`config.mk`:
```
export PLATFORM = sky130hd
export DESIGN_NAME = psic_top
export DESIGN_NICKNAME = d
export VERILOG_FILES = /design/src/rtl/psic_pkg.sv /design/src/rtl/psic_sync.sv /design/src/rtl/psic_top.sv
export VERILOG_INCLUDE_DIRS = /design/src /design/src/rtl
export SDC_FILE = /design/constraint.sdc
export NUM_CORES = 1
export LEC_CHECK = 0
export BUFFER_PORTS_ARGS = -buffer_cell sky130_fd_sc_hd__buf_2
export CAP_MARGIN = 20
export CORE_MARGIN = 2
export CORE_UTILIZATION = 25
export DETAILED_ROUTE_END_ITERATION = 10
export PLACE_DENSITY = 0.45
export SYNTH_ARGS = -nofsm -noshare
export SYNTH_HDL_FRONTEND = slang
export SYNTH_HIERARCHICAL = 1
export SYNTH_SLANG_ARGS = --single-unit
```
`constraint.sdc`:
```
create_clock -name pclk -period 2.9 [get_ports pclk]
set_input_delay 0.29 -clock pclk [delete_from_list [all_inputs] [get_ports pclk]]
set_output_delay 0.29 -clock pclk [all_outputs]
set_load 0.01 [all_outputs]
```
`src/rtl/psic_defines.svh`:
```
// offsets, field positions and reset values for the phy status/irq block
`ifndef PSIC_DEFINES_SVH
`define PSIC_DEFINES_SVH
// register indices; byte address is four times the index
`define PSIC_IDX_STATUS 8'h10
`define PSIC_IDX_ICTRL 8'h11
`define PSIC_IDX_EVENT 8'h12
// status summary fields
`define PSIC_STS_LINK 0
`define PSIC_STS_SPEED10 1
`define PSIC_STS_DUPLEX 2
`define PSIC_STS_LOOPBACK 3
`define PSIC_STS_ANEG_DONE 4
`define PSIC_STS_JABBER 5
// interrupt control fields
`define PSIC_IC_PIN_OE 0
`define PSIC_IC_EV_EN 1
`define PSIC_IC_TEST 2
`define PSIC_IC_MASK 16'h0007
// event register: status at 14:8, enables at 6:0
`define PSIC_EV_STAT_LSB 8
`define PSIC_EV_NUM 7
`define PSIC_RST_ICTRL 3'h0
`define PSIC_RST_EV_EN 7'h00
`endif

```
`src/rtl/psic_pkg.sv`:
```
// types for the phy status/irq block
package psic_pkg;
    // event source order, lsb first, matches the event register layout
    typedef enum logic [2:0] {
        PSIC_EV_RXERR_HALF = 3'h0,
        PSIC_EV_FCS_HALF = 3'h1,
        PSIC_EV_ANEG_DONE = 3'h2,
        PSIC_EV_DUPLEX = 3'h3,
        PSIC_EV_SPEED = 3'h4,
        PSIC_EV_LINK = 3'h5,
        PSIC_EV_ENERGY = 3'h6
    } psic_event_t;
    typedef enum logic [1:0] {
        PSIC_APB_IDLE = 2'b01,
        PSIC_APB_DONE = 2'b10
    } psic_apb_state_t;
endpackage

```
`src/rtl/psic_sync.sv`:
```
// two flip-flop synchroniser for a bundle of levels
`timescale 1ns/1ns
module psic_sync
#(
    parameter int WIDTH = 1
)
(
    input wire logic pclk,
    input wire logic presetn,
    input wire logic [WIDTH-1:0] async_in,
    output logic [WIDTH-1:0] sync_out
);
    logic [WIDTH-1:0] meta_q;

    // first stage is read only by the second
    always_ff @(posedge pclk or negedge presetn)
    begin
        if (!presetn)
        begin
            meta_q <= '0;
            sync_out <= '0;
        end
        else
        begin
            meta_q <= async_in;
            sync_out <= meta_q;
        end
    end
endmodule // psic_sync

```
`src/rtl/psic_top.sv`:
```
// phy status summary, event latching and interrupt control with apb slave
`timescale 1ns/1ns
`include "psic_defines.svh"
// Function
// - duplex bit 2: 1 full, 0 half
// - duplex/speed meaningful only with valid link
// - speed bit 1: 1 is 10, 0 is 100
// - link bit mirrors basic status, read-stable
// - control bits 15:3 ignore writes, read 0
// - test bit forces interrupt while set
// - global enable gates all event interrupts
// - pin enable bit selects irq output or powerdown
// - seven event sources supported
// - event bit set if occurred since last read
// - irq needs event enable and global enable
// - events latch even when not enabled
// - jabber mirrors basic status, read-stable
// - loopback bit 1 enabled, 0 normal
// - autoneg complete reads 0 until done
// - pending event cleared by the returning read
module psic_top
    import psic_pkg::*;
(
    input wire logic pclk,
    input wire logic presetn,
    input wire logic psel,
    input wire logic penable,
    input wire logic pwrite,
    input wire logic [11:0] paddr,
    input wire logic [31:0] pwdata,
    input wire logic [3:0] pstrb,
    output logic [31:0] prdata,
    output logic pready,
    output logic pslverr,
    input wire logic link_up,
    input wire logic speed_10,
    input wire logic full_duplex,
    input wire logic loopback_on,
    input wire logic aneg_enabled,
    input wire logic aneg_complete,
    input wire logic jabber_seen,
    input wire logic energy_detect,
    input wire logic fcs_cnt_half,
    input wire logic rxerr_cnt_half,
    input wire logic powerdown_or_irq_pin_i,
    output logic powerdown_or_irq_pin_o,
    output logic powerdown_or_irq_pin_oe,
    output logic powerdown_req,
    output logic irq_pending
);
    localparam int NEV = `PSIC_EV_NUM;

    // pin-side status levels, all from the phy core or a pin
    logic [9:0] raw_in;
    logic [9:0] sync_in;
    logic s_link, s_spd10, s_dup, s_loop, s_anen, s_andone, s_jab;
    logic s_energy, s_fhalf, s_rhalf, s_pd_pin;
    logic s_pd_pin_q;
    logic [NEV-1:0] lvl_q;
    logic [NEV-1:0] lvl_now;
    logic [NEV-1:0] ev_hit;
    logic [NEV-1:0] ev_stat_q;
    logic [NEV-1:0] ev_en_q;
    logic [2:0] ictrl_q;
    logic status_valid;
    logic irq_d;
    logic rd_event;
    logic acc_fire;
    logic addr_ok;
    logic [7:0] idx;
    logic [15:0] rdata_d;
    logic [2:0] lvl_init_q;
    logic [3:0] oe_hist_q;
    logic sel_status;
    logic sel_ictrl;
    logic sel_event;
    psic_apb_state_t apb_q;

    assign raw_in = {rxerr_cnt_half, fcs_cnt_half, energy_detect,
                     jabber_seen, aneg_complete, aneg_enabled,
                     loopback_on, full_duplex, speed_10, link_up};

    psic_sync #(.WIDTH(10)) u_sync_status
    (
        .pclk(pclk),
        .presetn(presetn),
        .async_in(raw_in),
        .sync_out(sync_in)
    );

    psic_sync #(.WIDTH(1)) u_sync_pin
    (
        .pclk(pclk),
        .presetn(presetn),
        .async_in(powerdown_or_irq_pin_i),
        .sync_out(s_pd_pin)
    );

    assign {s_rhalf, s_fhalf, s_energy, s_jab, s_andone, s_anen,
            s_loop, s_dup, s_spd10, s_link} = sync_in;

    // duplex and speed only guaranteed with link and settled autoneg
    assign status_valid = s_link & (~s_anen | s_andone);

    // levels whose edges are events, in event register order
    assign lvl_now = {s_energy, s_link, s_spd10, s_dup, s_andone,
                      s_fhalf, s_rhalf};

    // any change of a level between the previous and the live sample
    function automatic logic lvl_changed(input logic now_v,
                                         input logic was_v);
        return now_v ^ was_v;
    endfunction

    // low-to-high only; a counter leaving half-full is no news
    function automatic logic lvl_rose(input logic now_v,
                                      input logic was_v);
        return now_v & ~was_v;
    endfunction

    // energy and link flag any change; speed/duplex change counts only
    // while the status is meaningful; the rest flag a rising edge
    always_comb
    begin
        ev_hit = '0;
        if (lvl_init_q[2])
        begin
            ev_hit[PSIC_EV_ENERGY] = lvl_changed(
                lvl_now[PSIC_EV_ENERGY], lvl_q[PSIC_EV_ENERGY]);
            ev_hit[PSIC_EV_LINK] = lvl_changed(
                lvl_now[PSIC_EV_LINK], lvl_q[PSIC_EV_LINK]);
            ev_hit[PSIC_EV_SPEED] = status_valid & lvl_changed(
                lvl_now[PSIC_EV_SPEED], lvl_q[PSIC_EV_SPEED]);
            ev_hit[PSIC_EV_DUPLEX] = status_valid & lvl_changed(
                lvl_now[PSIC_EV_DUPLEX], lvl_q[PSIC_EV_DUPLEX]);
            ev_hit[PSIC_EV_ANEG_DONE] = lvl_rose(
                lvl_now[PSIC_EV_ANEG_DONE], lvl_q[PSIC_EV_ANEG_DONE]);
            ev_hit[PSIC_EV_FCS_HALF] = lvl_rose(
                lvl_now[PSIC_EV_FCS_HALF], lvl_q[PSIC_EV_FCS_HALF]);
            ev_hit[PSIC_EV_RXERR_HALF] = lvl_rose(
                lvl_now[PSIC_EV_RXERR_HALF], lvl_q[PSIC_EV_RXERR_HALF]);
        end
    end

    // history of levels, compared against the live sample
    always_ff @(posedge pclk or negedge presetn)
    begin
        if (!presetn)
            lvl_q <= '0;
        else
            lvl_q <= lvl_now;
    end

    // the synchronisers still show their reset zeros for two edges,
    // so edges stay masked until the history holds real pin levels;
    // otherwise a link already up at reset would look like an event
    always_ff @(posedge pclk or negedge presetn)
    begin
        if (!presetn)
            lvl_init_q <= 3'h0;
        else
            lvl_init_q <= {lvl_init_q[1:0], 1'b1};
    end

    // apb decode; byte address is index times four
    assign idx = paddr[9:2];
    assign sel_status = (idx == `PSIC_IDX_STATUS);
    assign sel_ictrl = (idx == `PSIC_IDX_ICTRL);
    assign sel_event = (idx == `PSIC_IDX_EVENT);
    // addresses beyond the map and sub-word offsets are refused
    assign addr_ok = (paddr[11:10] == 2'h0) && (paddr[1:0] == 2'h0)
                     && (sel_status || sel_ictrl || sel_event);
    assign acc_fire = psel & penable & (apb_q == PSIC_APB_IDLE);
    assign rd_event = acc_fire & ~pwrite & addr_ok & sel_event;

    // sticky event flags: a new event beats the clear of the read
    always_ff @(posedge pclk or negedge presetn)
    begin
        if (!presetn)
            ev_stat_q <= '0;
        else if (rd_event)
            ev_stat_q <= ev_hit;
        else
            ev_stat_q <= ev_stat_q | ev_hit;
    end

    // control and per-event enables; byte lane 0 carries control,
    // lane 0 alone carries event enables (status half is read only)
    always_ff @(posedge pclk or negedge presetn)
    begin
        if (!presetn)
        begin
            ictrl_q <= `PSIC_RST_ICTRL;
            ev_en_q <= `PSIC_RST_EV_EN;
        end
        else if (acc_fire && pwrite && addr_ok)
        begin
            if (sel_ictrl && pstrb[0])
                ictrl_q <= pwdata[2:0];
            if (sel_event && pstrb[0])
                ev_en_q <= pwdata[NEV-1:0];
        end
    end

    // read mux; unused bits read zero
    always_comb
    begin
        rdata_d = 16'h0000;
        if (sel_status)
        begin
            rdata_d[`PSIC_STS_LINK] = s_link;
            rdata_d[`PSIC_STS_SPEED10] = s_spd10;
            rdata_d[`PSIC_STS_DUPLEX] = s_dup;
            rdata_d[`PSIC_STS_LOOPBACK] = s_loop;
            rdata_d[`PSIC_STS_ANEG_DONE] = s_andone;
            rdata_d[`PSIC_STS_JABBER] = s_jab;
        end
        else if (sel_ictrl)
            rdata_d = {13'h0000, ictrl_q} & `PSIC_IC_MASK;
        else if (sel_event)
        begin
            rdata_d[`PSIC_EV_STAT_LSB +: NEV] = ev_stat_q;
            rdata_d[NEV-1:0] = ev_en_q;
        end
    end

    // one wait state: answer lands the cycle after the access phase
    // starts, so read data is registered like every other output
    always_ff @(posedge pclk or negedge presetn)
    begin
        if (!presetn)
        begin
            apb_q <= PSIC_APB_IDLE;
            pready <= 1'b0;
            pslverr <= 1'b0;
            prdata <= 32'h0000_0000;
        end
        else
        begin
            unique case (apb_q)
                PSIC_APB_IDLE:
                begin
                    if (acc_fire)
                    begin
                        apb_q <= PSIC_APB_DONE;
                        pready <= 1'b1;
                        pslverr <= ~addr_ok;
                        prdata <= (addr_ok && !pwrite)
                                  ? {16'h0000, rdata_d} : 32'h0000_0000;
                    end
                end
                PSIC_APB_DONE:
                begin
                    apb_q <= PSIC_APB_IDLE;
                    pready <= 1'b0;
                    pslverr <= 1'b0;
                end
            endcase
        end
    end

    // irq request from test force or gated enabled events
    assign irq_d = ictrl_q[`PSIC_IC_TEST]
                   | (ictrl_q[`PSIC_IC_EV_EN]
                      & |(ev_stat_q & ev_en_q));

    // shared pin: driven active high only while selected as irq output;
    // otherwise released and sampled as a powerdown request
    always_ff @(posedge pclk or negedge presetn)
    begin
        if (!presetn)
        begin
            irq_pending <= 1'b0;
            powerdown_or_irq_pin_o <= 1'b0;
            powerdown_or_irq_pin_oe <= 1'b0;
            powerdown_req <= 1'b0;
            s_pd_pin_q <= 1'b0;
        end
        else
        begin
            irq_pending <= irq_d;
            s_pd_pin_q <= s_pd_pin;
            powerdown_or_irq_pin_oe <= ictrl_q[`PSIC_IC_PIN_OE];
            powerdown_or_irq_pin_o <= irq_d
                                      & ictrl_q[`PSIC_IC_PIN_OE];
            powerdown_req <= ~ictrl_q[`PSIC_IC_PIN_OE] & ~|oe_hist_q
                             & s_pd_pin_q;
        end
    end

    // recent pin-enable history; after the pin is released the
    // synchroniser still holds our own driven level for a few edges,
    // which must not be read back as a powerdown request
    always_ff @(posedge pclk or negedge presetn)
    begin
        if (!presetn)
            oe_hist_q <= 4'h0;
        else
            oe_hist_q <= {oe_hist_q[2:0], ictrl_q[`PSIC_IC_PIN_OE]};
    end
endmodule // psic_top

```
==> results.md, run 1 <==
- Status: finished clean
- First-pass GRT wire length: 8700 um
- Combinational power share: 7.5%
- Post-route cell area: 3320 um2
- RSZ-0062 raised after global routing: false
- Post-synthesis sequential area ratio: 68.3%
- Clock buffer depth: 2
- Vias/cell: 4.13
- Vias in the first global route: 1622
- Clock power share: 39.7%
- Final setup viols: 0
- Vias: 1653
- CTS tree: yes
- N_diodes: 0
- Largest net degree at the start of global routing: 33
- Synth warn: 6
- Final setup TNS: 0 ns
- CTS sink cnt: 74
- Crit path max fanout: 11
- WS Path Type: reg2reg
- PD cells: 638 nW/um2
- Die Wd: 108 um
- Worst-Skew Late Latency: 0.34 ns
- Die ar.: 11700 um2
- Final Net Count: 319
- Int Pwr: 0.00162 W
- FMAX: 431 MHz
- Max_slew headroom: 63.6%
- Initial Util: 25.4%
- Initial antenna violation count: 0
- # fillers: 1093
- WL final: 5470 um
- GRT overflow: 0
- Synth async-reset ratio: 100%
- Synth top area share: 67.3%
- Synth cell count leaders: dfrtp_1 (73), buf_4 (18), nand2_1 (11)
- CP Launch Type: flip-flop
- Final Hold Viols: 0
- Layout cell share with drive strength beyond 1: 33.8%
- Mapped Area: 2710 um2
- Most common cell in the netlist: dfrtp_1
- Worst-path clk slew: 0.08 ns
- DIE HEIGHT: 108 um
- Post-CTS Setup Bufs: 0
- Worst Path Arrival: 2.54 ns
- Core area: 10700 um2
- Pleak: 1.61 nW
- Routed Antenna Nets: 0
- Synth Register Bits: 74
- I/O Buffers: 55
- Post-DR wirelength/cell: 13.7 um
- Drc violations: 0
- Initial DRT Pass Iterations: 5
- CTS Buf Count: 9
- Area contributors post-synth: dfrtp_1 (67%), buf_4 (5.0%), mux2_2 (4.1%), a22o_1 (3.2%), nor4_4 (1.6%)
- Synth unique cells: 36
- Type of the tightest min-delay check: in2reg
- Cell Area, Placed: 3090 um2
- Ports: 102
- Total of max-cap violations: 0
- Final slew viol count: 0
- Switching Share: 23.5%
- Syn_area_per_cell: 14.3 um2
- Ys flop type: dfrtp_1
- Final Cycle Share: 80.1%
- Sequential share of power: 52.8%
- GP Congestion: 0.757
- CTS H-tree lvls: 3
- Count of flip-flops with a built-in enable after synthesis: 0
- Worst-case vdd ir drop: 0.000224 V
- Psw: 0.000498 W
- Worst slew pin tran: 0.543 ns
- Area leader, netlist: dfrtp_1
- Root buf cell: clkbuf_8
- Min Tclk post-route: 2.32 ns
- Required @ worst endpoint: 3.12 ns
- Clock Skews: 0.00739 ns
- P&R area growth vs syn: 22.3%
- Crit end category: flip-flop
- Row cnt: 38
- DRT iter0 DRCs: 74
- Synth Instances: 190
- Pwr Total: 0.00212 W
- Global Route Usage Sum: 10.1%
- HPWL after DPL: 4040 um
## cell usage in the layout (no fill, tap or decap), types with 4 or more instances in the layout
cell type and count:
buf_2 55, dfrtp_1 73, o2bb2ai_1 4, a22o_1 10, conb_1 19, mux2_2 10, inv_1 6, mux2i_1 4
or3_1 4, clkbuf_8 12, nand2_1 11
## logic make-up (layout without fill, tap and decap cells)
group | after synthesis | after routing | synth area share [%]
buffers and inverters | 28 | 81 | 6.64
multiplexers | 14 | 14 | 5.62
flip-flops | 74 | 74 | 68.3
AO/OA/AOI/OAI | 33 | 33 | 9.50
AND/OR/NAND/NOR | 35 | 35 | 8.39
XOR/XNOR | 4 | 4 | 1.29
other | 2 | 19 | 0.277
## final timing paths
check / from / end / slack, ns / depth (start not counted)
max in group asynchronous: presetn / ev_en_q[5] / 1.68 / 3
min reg2reg: u_sync_status/meta_q[1] / u_sync_status/sync_out[1] / 0.35 / 0
min in group asynchronous: presetn / ev_stat_q[5] / 0.45 / 2
max reg2reg: apb_q[0] / ev_en_q[2] / 0.58 / 5
min: energy_detect / u_sync_status/meta_q[7] / 0.05 / 1
max: apb_q[0] / ev_en_q[2] / 0.58 / 5
## through the flow
step,setup slack [ns],utilization [%],instances,hold slack (ns)
after floorplan,0.884,-,207,-0.00559
after global routing,0.402,31.0,400,0.0357
final,0.578,31.0,400,0.0501
after global placement,0.571,28.9,383,0.296
after detailed placement,0.490,28.9,383,0.299
after CTS,0.546,31.0,400,0.0325
## routing by layer
layer	vias to the layer above	share of wire (%)	GRT usage [%]
li1	775	-	-
met1	815	49	14.2
met2	54	44	14.5
met3	9	5.4	2.35
met4	0	2.0	4.95
met5	-	0	0
## state kept, by name, indices dropped and copies added, names as in the netlist, 3 cells and up
| register | flops |
|---|---|
| ev_stat_q | 7 |
| u_sync_status/meta_q | 10 |
| oe_hist_q | 4 |
| lvl_q | 7 |
| lvl_init_q | 3 |
| prdata | 14 |
| ictrl_q | 3 |
| u_sync_status/sync_out | 10 |
| ev_en_q | 7 |
## worst max-delay path: stages, from the launching register on
cell      delay, ns
dfstp_2        0.57
nand4b_1       0.33
buf_4          0.32
nor2_1         0.11
nand4_1        0.44
mux2_2         0.45
## what timing repair did
| item | CTS | global route |
|---|---|---|
| gates resized for setup | 0 | 0 |
| endpoints found under the hold margin | 20 | 0 |
| hold buffers | 1 | 0 |
| setup endpoints to repair | 0 | 0 |
## area by class of cell
type / instances / area [um2] / share of cell area, %
Multi-Input combinational cell: 105 / 744 / 22.4
Clock inverter: 3 / 46.3 / 1.40
Tap cell: 140 / 175 / 5.28
Inverter: 6 / 22.5 / 0.679
Clock buffer: 13 / 169 / 5.09
Sequential cell: 74 / 1850 / 55.8
Timing Repair Buffer: 59 / 308 / 9.28
## power by group through the flow
stage | logic (W) | registers [W] | clock network (W)
floorplan | 0.0000944 | 0.00114 | 0
detailed placement | 0.000161 | 0.00114 | 0
finish | 0.000159 | 0.00112 | 0.000840
CTS | 0.000163 | 0.00112 | 0.000871
global route | 0.000183 | 0.00112 | 0.000918
global placement | 0.000160 | 0.00114 | 0
(Power assumes the default switching activity.)
==> run 2: changes to the inputs <==
- clock period: 2.9 -> 2.33 ns (I/O delays scaled with it)
==> run 2 against run 1 <==
Against the previous run: power increased by 22%; die area unchanged; critical path depth decreased by 1; critical endpoint is now ictrl_q[2]; largest cell class unchanged.
==> results.md, run 2 (same netlist as run 1, synthesis figures left out) <==
- Initial Util: 25.4%
- Row cnt: 38
- CP max-delay cell: dfstp_2
- FMAX: 504 MHz
- Largest net degree at the start of global routing: 75
- Int Pwr: 0.00186 W
- Ports: 102
- Psw: 0.000711 W
- Routed Antenna Nets: 0
- Status: finished clean
- Largest register FFs: 14
- DP Worst Slack: 0.192 ns
- Initial antenna violation count: 0
- CP Launch Type: flip-flop
- WS Path Type: reg2reg
- Combinational power share: 8.4%
- Min Tclk post-route: 1.98 ns
- Sequential share of power: 54.0%
- Post-CTS Resized: 0
- CTS tree: yes
- CTS sink cnt: 74
- Largest regs: prdata: 14 flops, u_sync_status/meta_q: 10 flops, u_sync_status/sync_out: 10 flops
- Utilization after layout: 32.3%
- N_diodes: 0
- Vias/cell: 4.13
- Multi-input combinational cell area: 744 um2
- # fillers: 1097
- Worst-case vdd ir drop: 0.000293 V
- Crit path largest cell delay: 0.58 ns
- I/O Buffers: 55
- Root buf cell: clkbuf_8
- Worst-path clk slew: 0.09 ns
- Vias in the first global route: 1765
- Most frequent cells in the layout: dfrtp_1 (73), buf_2 (55), conb_1 (19), dlygate4sd3_1 (12), nand2_1 (11)
- Post-DR wirelength/cell: 13.3 um
- CTS Buf Count: 9
- Die Wd: 108 um
- GP Congestion: 0.770
- First-pass GRT wire length: 9040 um
- Clock buffer depth: 2
- PD cells: 744 nW/um2
- Final setup TNS: 0 ns
- Clock power share: 37.6%
- Pleak: 1.67 nW
- WL final: 5540 um
- Final setup viols: 0
- Final Hold Viols: 0
- Register area: 1850 um2
- Switching Share: 27.6%
- Final Net Count: 335
- RSZ-0062 raised after global routing: false
- Worst-Skew Late Latency: 0.35 ns
- R2r setup slk: 0.35 ns
- Final slew viol count: 0
- Global Route Usage Sum: 10.3%
- Type of the tightest min-delay check: in2reg
- # hold bufs at CTS: 12
- DIE HEIGHT: 108 um
- HPWL after DPL: 3910 um
- Commonest non-fill, non-tap cell in the layout: dfrtp_1
- Clock Skews: 0.00731 ns
- GRT overflow: 0
- Total of max-cap violations: 0
- CTS H-tree lvls: 3
- Layout cell share with drive strength beyond 1: 34.1%
- Vias: 1718
- Biggest register: prdata
- Initial DRT Pass Iterations: 5
- Core area: 10700 um2
- Required @ worst endpoint: 2.57 ns
- Crit end category: flip-flop
- Final Cycle Share: 85.2%
- Die ar.: 11700 um2
- Post-CTS Setup Bufs: 0
- Worst Path Arrival: 2.23 ns
- Cells along the critical path: nand4b_1 > or3_1 > nor4_4 > mux2_2
- Drc violations: 0
- DRT iter0 DRCs: 87
- Worst setup margin: 0.346 ns
- P&R area growth vs syn: 27.4%
- Crit path max fanout: 6
run 2: cell types whose count changed in the layout (fill, tap and decap cells not counted), moves of 3 or more:
cell	before	now
clkbuf_8	12	9
buf_4	3	7
inv_6	0	3
dlygate4sd3_1	1	12
run 2: path summary, 6_finish.rpt:
kind                                              start                        end  cells past startpoint
min in group asynchronous                       presetn          u_sync_pin/meta_q                      3
max in group asynchronous                       presetn                   apb_q[0]                      3
worst max-delay path                           apb_q[0]                 ictrl_q[2]                      4
worst min-delay path                          pwdata[6]                 ev_en_q[6]                      2
worst min register to register  u_sync_status/meta_q[8]  u_sync_status/sync_out[8]                      0
worst max register to register                 apb_q[0]                 ictrl_q[2]                      4
run 2: through the flow:
step,area [um2],hold WS (ns),cells,power [W]
2_1_floorplan,2780,-0.0626,207,0.00153
3_3_place_gp,3140,0.295,388,0.00162
3_5_place_dp,3140,0.297,388,0.00162
4_1_cts,3460,0.102,416,0.00262
5_1_grt,3460,0.0990,416,0.00270
6_report,3460,0.118,416,0.00257
run 2: routing by layer:
metal / vias up / wire (um) / global-route usage, %
met2: 53 / 2500 / 15.6
met1: 854 / 2590 / 13.5
met5: - / 0 / 0
li1: 804 / - / -
met3: 7 / 354 / 4.22
met4: 0 / 93 / 3.57
run 2: cell type report:
cell class	count	area share [%]
well taps	140	5.07
clock buffers	9	3.58
clock inverters	7	2.06
inverters	6	0.651
repair buffers	75	13.5
multi-input cells	105	21.5
flip-flops and latches	74	53.6
run 2: critical path, delay by kind of cell, from the launching register on:
kind / cells / cell delay, ns
and+or+nand+nor: 3 / 0.92
DFF: 1 / 0.58
muxes: 1 / 0.38
run 2: power groups by stage:
stage	logic, W	clock network (W)	registers, W
final	0.000216	0.000968	0.00139
after global routing	0.000247	0.00106	0.00140
after CTS	0.000221	0.00101	0.00139
after detailed placement	0.000205	0	0.00142
after global placement	0.000203	0	0.00142
after floorplan	0.000118	0	0.00142
